<file path="src/pic_regs.svh">
`ifndef PIC_REGS_SVH
`define PIC_REGS_SVH

// Entry addresses, 12-bit program counter
`define PIC_VEC_RESET 12'h000
`define PIC_VEC_EXT_HI 12'h002
`define PIC_VEC_TMR1 12'h006
`define PIC_VEC_TMR2 12'h008
`define PIC_VEC_TICK 12'h00A
`define PIC_VEC_EXT_LO 12'h00C

// Request latch bit positions
`define PIC_IL_EXT_LO 0
`define PIC_IL_TICK 1
`define PIC_IL_TMR2 2
`define PIC_IL_TMR1 3
`define PIC_IL_SPARE 4
`define PIC_IL_EXT_HI 5

// Enable mask bit positions
`define PIC_EM_EXT_LO 0
`define PIC_EM_TMR 1
`define PIC_EM_TMR1 2

// Reset values
`define PIC_MASK_RST 4'h0
`define PIC_LATCH_RST 6'h00
`define PIC_FLAGS_RST 4'h4

// Branch flag position inside the flag nibble
`define PIC_FLAG_BRANCH 2

// Basic clocks per instruction cycle, acknowledge length in instruction cycles
`define PIC_CLKS_PER_ICYC 8
`define PIC_ACK_ICYC 2

`endif

</file>
<file path="src/pic_pkg.sv">
package pic_pkg;

  // Acknowledge sequencer states
  typedef enum logic [1:0] {PIC_IDLE, PIC_ACK1, PIC_ACK2} pic_state_t;

  // Instruction strobes from the sequencer
  typedef struct packed {
    logic enableClr;
    logic disableClr;
    logic latchClr;
    logic swapMask;
    logic retFromIrq;
  } pic_cmd_t;

  // State pushed on acknowledge
  typedef struct packed {
    logic [11:0] pc;
    logic [3:0] flags;
  } pic_frame_t;

endpackage

</file>
<file path="src/pic_irq_controller.sv">
// How it works
// RULE1: Five sources, two pins and three timer events, each with its own latch.
// RULE2: Fixed priority: high pin, timer 1, timer 2, interval tick, low pin.
// RULE3: Acknowledge loads vector 002h, 006h, 008h or 00Ch by source.
// RULE4: Master enable gates every source; zero blocks all acceptance.
// RULE5: Acceptance clears master enable until return or software sets it.
// RULE6: Enable-and-clear sets master enable; disable-and-clear clears it.
// RULE7: Four-bit mask enables each source except the high pin; one enables.
// RULE8: Mask bit 1 covers timer 2 and tick; bit 2 timer 1; bit 0 low pin.
// RULE9: Mask is read and written only by a swap with the accumulator.
// RULE10: Low pin latches its edge even when masked, but is not accepted.
// RULE11: Latch holds until accepted, cleared by instruction, or reset.
// RULE12: Latch instruction field: zero bit clears that latch, one keeps it.
// RULE13: No instruction can set a latch; only source hardware can.
// RULE14: Acknowledge takes two instruction cycles after the instruction ends.
// RULE15: Order: push pc and flags, vector, branch flag, master off, latch clear. Here master off comes with the push, before the vector.
// RULE16: Return pops pc and flags and sets master enable.
// RULE17: Only pc and flags are saved; accumulator left to software.
// RULE18: External latch sets on a falling pin edge, even in port use.
// RULE19: Pin high and low phases last two instruction cycles or more.
// RULE20: High pin has no mask bit; accepted whenever master enable is one.
// RULE21: Reset is held three or more instruction cycles with clock running.
// RULE22: After reset, execution starts at 000h.
// RULE23: Reset: pc 000h, branch flag 1, master 0, mask 0, latches 0, tick 0.
// RULE24: Interval tick vector is taken as 00Ah.
`timescale 1ns/10ps
`include "pic_regs.svh"

module pic_irq_controller #(
  parameter int MASK_W = 4,
  parameter int LATCH_W = 6,
  parameter int PC_W = 12
) (
  // Clock and reset
  input wire logic clk,
  input wire logic sys_rst,
  // External request pins, asynchronous
  input wire logic ext_request_high_prio,
  input wire logic ext_request_low_prio,
  // Internal request pulses, same clock
  input wire logic timer1_overflow_request,
  input wire logic timer2_overflow_request,
  input wire logic interval_tick_request,
  // Sequencer handshake
  input wire logic instrDone,
  input wire logic timerBusy,
  input wire pic_pkg::pic_cmd_t cmd,
  input wire logic [LATCH_W-1:0] latchField,
  input wire logic [MASK_W-1:0] accIn,
  // Core state to save and to restore
  input wire pic_pkg::pic_frame_t curFrame,
  input wire pic_pkg::pic_frame_t popFrame,
  // Outputs to the core
  output logic ackBusy,
  output logic pushStrobe,
  output pic_pkg::pic_frame_t pushFrame,
  output logic pcLoad,
  output logic [PC_W-1:0] pcValue,
  output logic flagsLoad,
  output logic [3:0] flagsValue,
  output logic [MASK_W-1:0] accOut,
  output logic accOutValid,
  output logic master_irq_enable,
  output logic [MASK_W-1:0] source_enable_mask,
  output logic [LATCH_W-1:0] request_latch
);

  // One acknowledge step lasts one instruction cycle of basic clocks
  // The core sequencer counts the same clocks, so both sides stay in step
  localparam int ACK_CLKS = `PIC_CLKS_PER_ICYC;

  // Accepted source index and vector, shared by selection and sequencing
  function automatic logic [2:0] pickSource(input logic [LATCH_W-1:0] lat,
                                            input logic [MASK_W-1:0] msk);
    // Order of the tests fixes the priority; code 7 means nothing to take
    // Masked latches stay set and simply fall through to the next test
    pickSource = 3'h7;
    if (lat[`PIC_IL_EXT_HI])
      pickSource = 3'(`PIC_IL_EXT_HI); // RULE20
    else if (lat[`PIC_IL_TMR1] && msk[`PIC_EM_TMR1])
      pickSource = 3'(`PIC_IL_TMR1);
    else if (lat[`PIC_IL_TMR2] && msk[`PIC_EM_TMR])
      pickSource = 3'(`PIC_IL_TMR2); // RULE8
    else if (lat[`PIC_IL_TICK] && msk[`PIC_EM_TMR])
      pickSource = 3'(`PIC_IL_TICK);
    else if (lat[`PIC_IL_EXT_LO] && msk[`PIC_EM_EXT_LO])
      pickSource = 3'(`PIC_IL_EXT_LO); // RULE10
  endfunction

  // Entry address of each source code
  function automatic logic [PC_W-1:0] vectorOf(input logic [2:0] src);
    case (src)
      3'(`PIC_IL_EXT_HI): vectorOf = `PIC_VEC_EXT_HI; // RULE3
      3'(`PIC_IL_TMR1): vectorOf = `PIC_VEC_TMR1;
      3'(`PIC_IL_TMR2): vectorOf = `PIC_VEC_TMR2;
      3'(`PIC_IL_TICK): vectorOf = `PIC_VEC_TICK; // RULE24
      default: vectorOf = `PIC_VEC_EXT_LO;
    endcase
  endfunction

  // True on the last basic clock of an instruction cycle
  function automatic logic lastClk(input logic [3:0] c);
    lastClk = (c == 4'(ACK_CLKS - 1));
  endfunction

  // High pin synchroniser; the first stage feeds only the second
  // Stages reset to the idle high level, so leaving reset gives no false edge
  logic [1:0] hiSync_reg;
  logic hiPrev_reg;
  always_ff @(posedge clk or posedge sys_rst)
  begin
    if (sys_rst)
    begin
      hiSync_reg <= 2'h3;
      hiPrev_reg <= 1'b1;
    end
    else
    begin
      hiSync_reg <= {hiSync_reg[0], ext_request_high_prio};
      hiPrev_reg <= hiSync_reg[1];
    end
  end

  // Low pin synchroniser, built like the high one
  logic [1:0] loSync_reg;
  logic loPrev_reg;
  always_ff @(posedge clk or posedge sys_rst)
  begin
    if (sys_rst)
    begin
      loSync_reg <= 2'h3;
      loPrev_reg <= 1'b1;
    end
    else
    begin
      loSync_reg <= {loSync_reg[0], ext_request_low_prio};
      loPrev_reg <= loSync_reg[1];
    end
  end

  // Falling edges, seen whatever the pin is used for
  // Three clocks of latency, far below one instruction cycle
  logic hiFall, loFall;
  assign hiFall = hiPrev_reg && !hiSync_reg[1]; // RULE18
  assign loFall = loPrev_reg && !loSync_reg[1]; // RULE18

  // Sequencer state
  // The source code is frozen at acceptance, the latch is cleared at the end
  pic_pkg::pic_state_t state_reg, state_next;
  logic [3:0] cnt_reg;
  logic [2:0] src_reg;
  logic [2:0] pending;
  logic accept;
  logic cntEnd;
  logic ackEnd;

  // Highest enabled request, or the empty code when none may be taken
  assign pending = pickSource(request_latch, source_enable_mask);
  assign cntEnd = lastClk(cnt_reg);
  assign ackEnd = (state_reg == pic_pkg::PIC_ACK2) && cntEnd;
  // Acceptance waits for the instruction boundary and any timer work
  assign accept = (state_reg == pic_pkg::PIC_IDLE) && master_irq_enable && // RULE4
                  (pending != 3'h7) && instrDone && !timerBusy; // RULE14

  // Next state: one state per instruction cycle of the acknowledge
  // No exit from the middle, so a cut sequence cannot leave a half frame
  always_comb
  begin
    state_next = state_reg;
    case (state_reg)
      pic_pkg::PIC_IDLE:
        if (accept)
          state_next = pic_pkg::PIC_ACK1;
      pic_pkg::PIC_ACK1:
        if (cntEnd)
          state_next = pic_pkg::PIC_ACK2;
      pic_pkg::PIC_ACK2:
        if (cntEnd)
          state_next = pic_pkg::PIC_IDLE;
      default: state_next = pic_pkg::PIC_IDLE;
    endcase
  end

  // State register
  // Two instruction cycles, each counted in basic clocks
  always_ff @(posedge clk or posedge sys_rst)
  begin
    if (sys_rst)
      state_reg <= pic_pkg::PIC_IDLE;
    else
      state_reg <= state_next; // RULE14
  end

  // Basic clocks within the current instruction cycle
  // Held at zero when idle so each sequence starts on a clean count
  always_ff @(posedge clk or posedge sys_rst)
  begin
    if (sys_rst)
      cnt_reg <= 4'h0;
    else if (state_reg == pic_pkg::PIC_IDLE || cntEnd)
      cnt_reg <= 4'h0;
    else
      cnt_reg <= cnt_reg + 4'h1;
  end

  // Source captured at acceptance
  // A later, higher request cannot change the vector once the push is out
  always_ff @(posedge clk or posedge sys_rst)
  begin
    if (sys_rst)
      src_reg <= 3'h7;
    else if (accept)
      src_reg <= pending; // RULE2
  end

  // Busy for the whole acknowledge
  // The core holds off its next fetch while this stands
  always_ff @(posedge clk or posedge sys_rst)
  begin
    if (sys_rst)
      ackBusy <= 1'b0;
    else
      ackBusy <= (state_next != pic_pkg::PIC_IDLE);
  end

  // Push first, while pc and flags still hold the interrupted context
  // Only these two are saved; the accumulator is left to software
  always_ff @(posedge clk or posedge sys_rst)
  begin
    if (sys_rst)
    begin
      pushStrobe <= 1'b0;
      pushFrame <= '0;
    end
    else
    begin
      pushStrobe <= accept; // RULE15
      if (accept)
        pushFrame <= curFrame; // RULE17
    end
  end

  // Vector and flag loads at the end of the second cycle
  // Acknowledge end outranks a return; a return there is lost, so none may land there
  always_ff @(posedge clk or posedge sys_rst)
  begin
    if (sys_rst)
    begin
      pcLoad <= 1'b0;
      pcValue <= `PIC_VEC_RESET; // RULE22
      flagsLoad <= 1'b0;
      flagsValue <= `PIC_FLAGS_RST; // RULE23
    end
    else
    begin
      pcLoad <= 1'b0;
      flagsLoad <= 1'b0;
      if (ackEnd)
      begin
        pcLoad <= 1'b1;
        pcValue <= vectorOf(src_reg); // RULE15
        flagsLoad <= 1'b1;
        flagsValue <= curFrame.flags | 4'(1 << `PIC_FLAG_BRANCH);
      end
      else if (cmd.retFromIrq)
      begin
        pcLoad <= 1'b1;
        pcValue <= popFrame.pc; // RULE16
        flagsLoad <= 1'b1;
        flagsValue <= popFrame.flags;
      end
    end
  end

  // Master enable; acceptance clears it at once so no second request slips in
  // A same-cycle enable command loses to acceptance, so software
  // re-enabling nesting must do so inside the service routine
  always_ff @(posedge clk or posedge sys_rst)
  begin
    if (sys_rst)
      master_irq_enable <= 1'b0; // RULE23
    else if (accept)
      master_irq_enable <= 1'b0; // RULE5
    else if (cmd.retFromIrq || cmd.enableClr)
      master_irq_enable <= 1'b1; // RULE6
    else if (cmd.disableClr)
      master_irq_enable <= 1'b0;
  end

  // Enable mask, reachable only by the swap
  always_ff @(posedge clk or posedge sys_rst)
  begin
    if (sys_rst)
      source_enable_mask <= `PIC_MASK_RST;
    else if (cmd.swapMask)
      source_enable_mask <= accIn; // RULE9
  end

  // Old mask returned to the accumulator in the same swap
  // Taken before the write lands, so the two halves of the exchange never mix
  always_ff @(posedge clk or posedge sys_rst)
  begin
    if (sys_rst)
    begin
      accOut <= `PIC_MASK_RST;
      accOutValid <= 1'b0;
    end
    else
    begin
      accOutValid <= cmd.swapMask;
      if (cmd.swapMask)
        accOut <= source_enable_mask; // RULE7
    end
  end

  // Request latches; a new request beats a clear in the same cycle
  // Losing a request is worse than servicing one twice, hence set wins
  // Instructions only ever narrow the keep mask, they never add a bit
  // The acknowledge clear touches only the source that was frozen
  logic [LATCH_W-1:0] setVec, keepVec;
  always_comb
  begin
    setVec = '0;
    setVec[`PIC_IL_EXT_HI] = hiFall;
    setVec[`PIC_IL_TMR1] = timer1_overflow_request;
    setVec[`PIC_IL_TMR2] = timer2_overflow_request;
    setVec[`PIC_IL_TICK] = interval_tick_request;
    setVec[`PIC_IL_EXT_LO] = loFall; // RULE1
    keepVec = '1;
    if (cmd.enableClr || cmd.disableClr || cmd.latchClr)
      keepVec = latchField; // RULE12
    if (ackEnd)
      keepVec[src_reg] = 1'b0; // RULE15
  end

  // Spare latch position has no source and stays clear
  // Forcing it low keeps a stray field bit from ever showing there
  // All six bits update together, one flop each
  always_ff @(posedge clk or posedge sys_rst)
  begin
    if (sys_rst)
      request_latch <= `PIC_LATCH_RST; // RULE23
    else
      request_latch <= ((request_latch & keepVec) | setVec) & // RULE11 RULE13
                       ~(LATCH_W'(1) << `PIC_IL_SPARE);
  end

endmodule // pic_irq_controller

</file>
<file path="config.mk">
export PLATFORM = sky130hd
export DESIGN_NAME = pic_irq_controller
export DESIGN_NICKNAME = d
export VERILOG_FILES = /design/src/pic_pkg.sv /design/src/pic_irq_controller.sv
export VERILOG_INCLUDE_DIRS = /design/src
export SDC_FILE = /design/constraint.sdc
export NUM_CORES = 1
export LEC_CHECK = 0
export BUFFER_PORTS_ARGS = -buffer_cell sky130_fd_sc_hd__buf_4
export CAP_MARGIN = 0
export CELL_PAD_IN_SITES_DETAIL_PLACEMENT = 0
export CELL_PAD_IN_SITES_GLOBAL_PLACEMENT = 1
export CORE_MARGIN = 1.5
export CORE_UTILIZATION = 40
export DETAILED_ROUTE_END_ITERATION = 10
export GPL_TIMING_DRIVEN = 0
export MAX_ROUTING_LAYER = met4
export PLACE_DENSITY = 0.88
export SLEW_MARGIN = 10
export SYNTH_ARGS = -nofsm -noshare
export SYNTH_HDL_FRONTEND = slang
export SYNTH_SLANG_ARGS = --single-unit
</file>
<file path="constraint.sdc">
create_clock -name clk -period 4.5 [get_ports clk]
set_input_delay 0.225 -clock clk [delete_from_list [all_inputs] [get_ports clk]]
set_output_delay 0.225 -clock clk [all_outputs]
set_load 0.02 [all_outputs]
</file>
=== Word level (Yosys, flattened, before mapping) ===
Cells that the tools add are included.

* Latch bits: 0
* Bits of input ports: 56
* Bits in registers: 65
* Bits in read-only memories: 0
* Bits in writable memories: 0
* Memories kept: 0
* Logic and storage cells: 81

* Eq/ne operators: 8
* Multipliers: 0
* Shift-type cells: 0
* Bitwise operators: 4
* Muxes and demuxes: 24
* Reduce and logical (&&, ||, !) cells: 23
* Div/mod/pow operators: 0
* $add $sub $neg: 1
* Magnitude comparators: 2

{| class="wikitable"
|+ Operators by type and width
! operator !! count
|-
| 12-bit two-way mux || 2
|-
| 4-bit case mux with 4 select lines || 1
|-
| 3-bit two-way mux || 5
|-
| 6-bit bitwise AND || 2
|-
| 1-bit logical AND || 12
|-
| 4-bit two-way mux || 3
|-
| 6-bit two-way mux || 2
|-
| 3-bit by 2-bit == test with 1-bit output, second input constant || 2
|-
| 1-bit two-way mux || 6
|-
| 2-bit two-way mux || 3
|-
| 6-bit NOT || 1
|-
| 6-bit OR || 1
|-
| 2-bit case mux with 3 select lines || 1
|-
| 4-bit by 1-bit adder with 4-bit output, second input constant || 1
|-
| 4-bit by 3-bit == test with 1-bit output, second input constant || 1
|-
| 1-bit logical OR || 4
|-
| 3-bit by 4-bit < comparator with 1-bit output, second input constant || 1
|-
| 2-bit nonzero test || 2
|-
| 1-bit demux with 3-bit select || 1
|-
| 3-bit by 1-bit == test with 1-bit output, second input constant || 1
|-
| 3-bit == test, second input constant || 1
|-
| 3-bit by 1-bit greater-or-equal comparator with 1-bit output, second input constant || 1
|-
| 1-bit zero test || 3
|-
| 3-bit != test, second input constant || 1
|-
| 4 further kinds || 4
|}

=== Logic depth before layout (Yosys ltp) ===
* Depth in word-level cells: 13
* Gate-level depth with buffers: 6
* Mapped depth without buffers: 5

=== Worst setup path before layout ===
OpenSTA, ideal clock, no wires.

* Path kind: register to register
* Start point: register request_latch[2]
* End point: register pushFrame[10] (netlist bit)
* Period minus slack after synthesis: 1.634 ns
* Data arrival time: 1.509 ns
* Slack: 2.866 ns
* Cell stages (with the launch flop): 6
* Data required time: 4.375 ns
* Cells stage by stage: dfrtp_1 > a22o_1 > nand3b_4 > o21a_4 > buf_6 > mux2_4

* Cells in the longest elaborated chain, start to end: 8

{| class="wikitable"
|+ Ends and longest elaborated chain
! item !! RTL line !! text
|-
| start: declaration || pic_irq_controller.sv:65 || <nowiki>output logic [LATCH_W-1:0] request_latch</nowiki>
|-
| start signal: assignment || pic_irq_controller.sv:342 || <nowiki>request_latch <= `PIC_LATCH_RST;</nowiki>
|-
| start signal: assignment || pic_irq_controller.sv:344 || <nowiki>request_latch <= ((request_latch & keepVec) | setVec) &</nowiki>
|-
| 1-bit logical AND || pic_irq_controller.sv:82 || <nowiki>else if (lat[`PIC_IL_TMR2] && msk[`PIC_EM_TMR])</nowiki>
|-
| 3-bit two-way mux || pic_irq_controller.sv:82 ||
|-
| 3-bit two-way mux || pic_irq_controller.sv:80 || <nowiki>else if (lat[`PIC_IL_TMR1] && msk[`PIC_EM_TMR1])</nowiki>
|-
| 3-bit two-way mux || pic_irq_controller.sv:78 || <nowiki>if (lat[`PIC_IL_EXT_HI])</nowiki>
|-
| 3-bit != test || pic_irq_controller.sv:163 || <nowiki>(pending != 3'h7) && instrDone && !timerBusy;</nowiki>
|-
| 1-bit logical AND || pic_irq_controller.sv:162 || <nowiki>assign accept = (state_reg == pic_pkg::PIC_IDLE) && master_irq_enable &&</nowiki>
|-
| 1-bit logical AND (2 in a row) || pic_irq_controller.sv:163 ||
|-
| end signal: assignment || pic_irq_controller.sv:239 || <nowiki>pushFrame <= curFrame;</nowiki>
|-
| end: declaration || pic_irq_controller.sv:56 || <nowiki>output pic_pkg::pic_frame_t pushFrame,</nowiki>
|}

No other way between the ends.
A chain may end at the register's enable or synchronous reset.

=== Worst setup path in the final report ===
* Start point: register cnt_reg[0]
* End point: register pcValue[3]

* Cells in the longest elaborated chain, start to end: 3
* Elaborated cells between the ends (all ways): 4

{| class="wikitable"
|+ Ends and longest elaborated chain
! item !! RTL line !! text
|-
| start: declaration || pic_irq_controller.sv:150 || <nowiki>logic [3:0] cnt_reg;</nowiki>
|-
| start signal: assignment || pic_irq_controller.sv:203 || <nowiki>cnt_reg <= cnt_reg + 4'h1;</nowiki>
|-
| 4-bit by 3-bit == test with 1-bit output (*) || pic_irq_controller.sv:103 || <nowiki>lastClk = (c == 4'(ACK_CLKS - 1));</nowiki>
|-
| 1-bit logical AND (*) || pic_irq_controller.sv:160 || <nowiki>assign ackEnd = (state_reg == pic_pkg::PIC_ACK2) && cntEnd;</nowiki>
|-
| 12-bit two-way mux or 2-bit nonzero test (tied branches) || n/a ||
|-
| end signal: assignment || pic_irq_controller.sv:250 || <nowiki>pcValue <= `PIC_VEC_RESET;</nowiki>
|-
| end signal: assignment || pic_irq_controller.sv:261 || <nowiki>pcValue <= vectorOf(src_reg);</nowiki>
|-
| end signal: assignment || pic_irq_controller.sv:268 || <nowiki>pcValue <= popFrame.pc;</nowiki>
|-
| end: declaration || pic_irq_controller.sv:58 || <nowiki>output logic [PC_W-1:0] pcValue,</nowiki>
|}

Mark *: on every way between the ends. The rest lies on a longest branch, timed or not.

==> results.sh <==
export IMPL_overflow=0
export IMPL_num_vias=1985
export IMPL_cap_violations=0
export IMPL_area_growth_synth_to_final_pct=41.5
export IMPL_cp_top_family="simple AND/OR/NAND/NOR gates"
export IMPL_critPathLaunch="cnt_reg[0]"
export IMPL_track_usage=0.175
export IMPL_synth_avg_cell_area_sq_um=13.4
export IMPL_insertion_delay_ps=330
export IMPL_route_detailed_drc=9
export IMPL_worstPathMaxFanout=10
export IMPL_r2r_slack_ps=2690
export IMPL_peakVddDrop_mv=0.357
export IMPL_grt_pass1_vias=2082
export IMPL_min_period_over_period=0.402
export IMPL_rsz0062_at_grt="false"
export IMPL_setup_violations=0
export IMPL_ys_types=38
export IMPL_hold_viol=0
export IMPL_synth_top_area_cell="dfrtp_1"
export IMPL_violations="design-rule violations"
export IMPL_synth_net_count=258
export IMPL_ys_ff_latch=65
export IMPL_arrival_ps=2020
export IMPL_start_util=0.419
export IMPL_worstSetupPathType="flop to flop"
export IMPL_die_y_um=85.0
export IMPL_drt_pass1_iter_count=7
export IMPL_htree_levels=3
export IMPL_p_leak_nw=1.87
export IMPL_crit_required_ps=4710
export IMPL_clk_path_buf_depth=2
export IMPL_endpoint_kind="flop"
export IMPL_yosys_warnings=0
export IMPL_hp_class="primary input to async pin"
export IMPL_cp_slowest_cell="nor3_1"
export IMPL_die_w_um=85.0
export IMPL_critPathLaunchType="flop"
export IMPL_grt_start_max_net_pins=66
export IMPL_path_cells="ha_1 > nand3b_1 > nor3_1 > buf_2 > buf_4 > a31oi_1"
export IMPL_fmax_mhz=552
export IMPL_maxSlewViolCount=0
export IMPL_final_common_cell="buf_4"
export IMPL_r2r_end="pcValue[3]"
export IMPL_syn_cell_area_sq_um=2690
export IMPL_r2r_cells=6
export IMPL_finalInstanceArea_sq_um=3810
export IMPL_crit_path_max_incr_delay_ps=380
export IMPL_layoutNonFillerInstCount=401
export IMPL_reg_top3="pushFrame: 16 flops, pcValue: 12 flops, request_latch: 5 flops"
export IMPL_layout_nets=376
export IMPL_dp_hpwl_um=4190
export IMPL_n_antenna_cell=0
export IMPL_drive_gt1_frac=0.515
export IMPL_reg2reg_from="cnt_reg[0]"
export IMPL_largest_reg_flops=16
export IMPL_tightest_slew_ps=779
export IMPL_min_period_ps=1810
export IMPL_path_depth=6
export IMPL_gp_congestion=0.789
export IMPL_detail_route_wl_per_cell_um=14.5
export IMPL_yosysSeqAreaShare=0.609
export IMPL_layout_common_cells="buf_4 (107), dfrtp_1 (55), nor2_1 (16)"
export IMPL_largest_register="pushFrame"
export IMPL_relSlewSlack=0.481
export IMPL_antenna_found_initial=0
export IMPL_grt_pass1_wl_um=9590
export IMPL_ant_nets=0
export IMPL_p_per_area_nw_per_um2=526
export IMPL_crit_end="pcValue[3]"
export IMPL_synth_top_area_share=0.511
export IMPL_setup_ws_ps=2690
export IMPL_drtIter0Drc=70
export IMPL_port_buffer_count=104
export IMPL_cts_num_sinks=65
export IMPL_design_die_area_sq_um=7230
export IMPL_status="finished, violations left"
export IMPL_clockRootBuffer="clkbuf_8"
export IMPL_io_pins=108
export IMPL_fin_worst_skew_ps=3.87
export IMPL_dpl_cell_count=382
export IMPL_cts_inserted_buffers=9
export IMPL_routed_via_density=4.95
export IMPL_path_clk_slew_ps=70
export IMPL_synth_area_leaders="dfrtp_1 (51%), dfstp_2 (9.8%), mux2_4 (8.4%)"
export IMPL_cp_num_buf_inv=2
export IMPL_fillers=554
export IMPL_syn_instance_count=201
export IMPL_coreArea_sq_um=6420
export IMPL_pre_cts_ws_ps=2700
export IMPL_num_rows=29
export IMPL_cts_tree="built"
export IMPL_tns_ps=0
export IMPL_routed_wl_um=5810
export IMPL_post_dp_cell_area_sq_um=3570
what timing repair did:
| action | CTS | global route |
|---|---|---|
| hold buffers | 3 | 0 |
| gates resized for setup | 0 | 0 |
| endpoints found under the hold margin | 3 | 0 |
| buffers inserted | 0 | 0 |
layout make-up:
type	count	area [sq um]	share of cell area
sequential	65	1640	0.430
tap	77	96.3	0.0253
buffer	11	78.8	0.0207
clock inverter	2	35.0	0.00920
timing repair buffer	107	811	0.213
multi-input combinational	117	943	0.248
inverter	8	32.5	0.00854
clock buffer	14	173	0.0453
per-layer routing:
| metal | vias up | routed length [um] | track usage |
|---|---|---|---|
| met1 | 967 | 2670 | 0.241 |
| li1 | 931 | - | - |
| met3 | 6 | 427 | 0.0340 |
| met5 | - | 0 | - |
| met4 | 0 | 68 | 0.0715 |
| met2 | 81 | 2650 | 0.254 |
cell families after synthesis:
| kind of cell | Yosys count | share of synthesized area |
|---|---|---|
| fa+ha+maj | 1 | 0.00465 |
| simple gates | 44 | 0.0828 |
| compound gates | 29 | 0.0749 |
| other cells | 1 | 0.00139 |
| mux | 39 | 0.177 |
| flops | 65 | 0.609 |
| xor+xnor | 3 | 0.00976 |
| buf+inv | 19 | 0.0404 |
synthesized netlist by cell type:
cell       number
conb_1          1
a21oi_1         2
clkbuf_1        2
nand3b_1        3
dfstp_2        10
or3_1           1
nand3_1         2
a22o_1          2
nand2_1        11
nor2_1         16
a32oi_1         2
mux2_2          9
mux2_4         15
nand2b_1        2
nand3b_4        1
o221ai_1        1
o21ai_0        10
dfrtp_1        55
buf_2           3
xor2_1          2
o21a_4          1
ha_1            1
buf_6           3
a211oi_1        3
xnor2_1         1
buf_4           3
a41oi_1         2
a31oi_1         1
and4b_1         1
or2_2           2
mux2i_1        15
and3_1          1
a31o_2          1
a2bb2oi_1       1
nor2b_1         1
inv_1           8
o22ai_1         3
nor3_1          3
worst register-to-register path, stage by stage, from the launching register on:
cell and delay, ps:
dfrtp_1 370, ha_1 190, nand3b_1 180, nor3_1 380
buf_2 280, buf_4 200, a31oi_1 90
through the flow:
| step | hold slack (ps) | power (W) | util |
|---|---|---|---|
| final | 47.0 | 0.00200 | 0.593 |
| after global routing | 82.1 | 0.00211 | 0.593 |
| after CTS | 65.2 | 0.00203 | 0.593 |
| after detailed placement | 335 | 0.00151 | 0.556 |
| after global placement | 333 | 0.00149 | 0.556 |
| after floorplan | 229 | 0.00124 | - |
where the power goes:
group	internal [W]	switching, W
logic	0.000343	0.000303
clock network	0.000301	0.000209
registers	0.000742	0.000107
total	0.00139	0.000619
worst min-delay path by stage:
stage / from / end / slack, ps / depth (start not counted)
after floorplan: ext_request_high_prio / hiSync_reg[0] / 230 / 0
after global placement: ext_request_high_prio / hiSync_reg[0] / 330 / 1
after detailed placement: ext_request_high_prio / hiSync_reg[0] / 330 / 1
after CTS: sys_rst / pcValue[4] / 70 / 2
after global routing: timer1_overflow_request / request_latch[3] / 80 / 2
final: sys_rst / pushFrame[5] / 50 / 2
No activity file was read; power rests on OpenSTA's default activity.
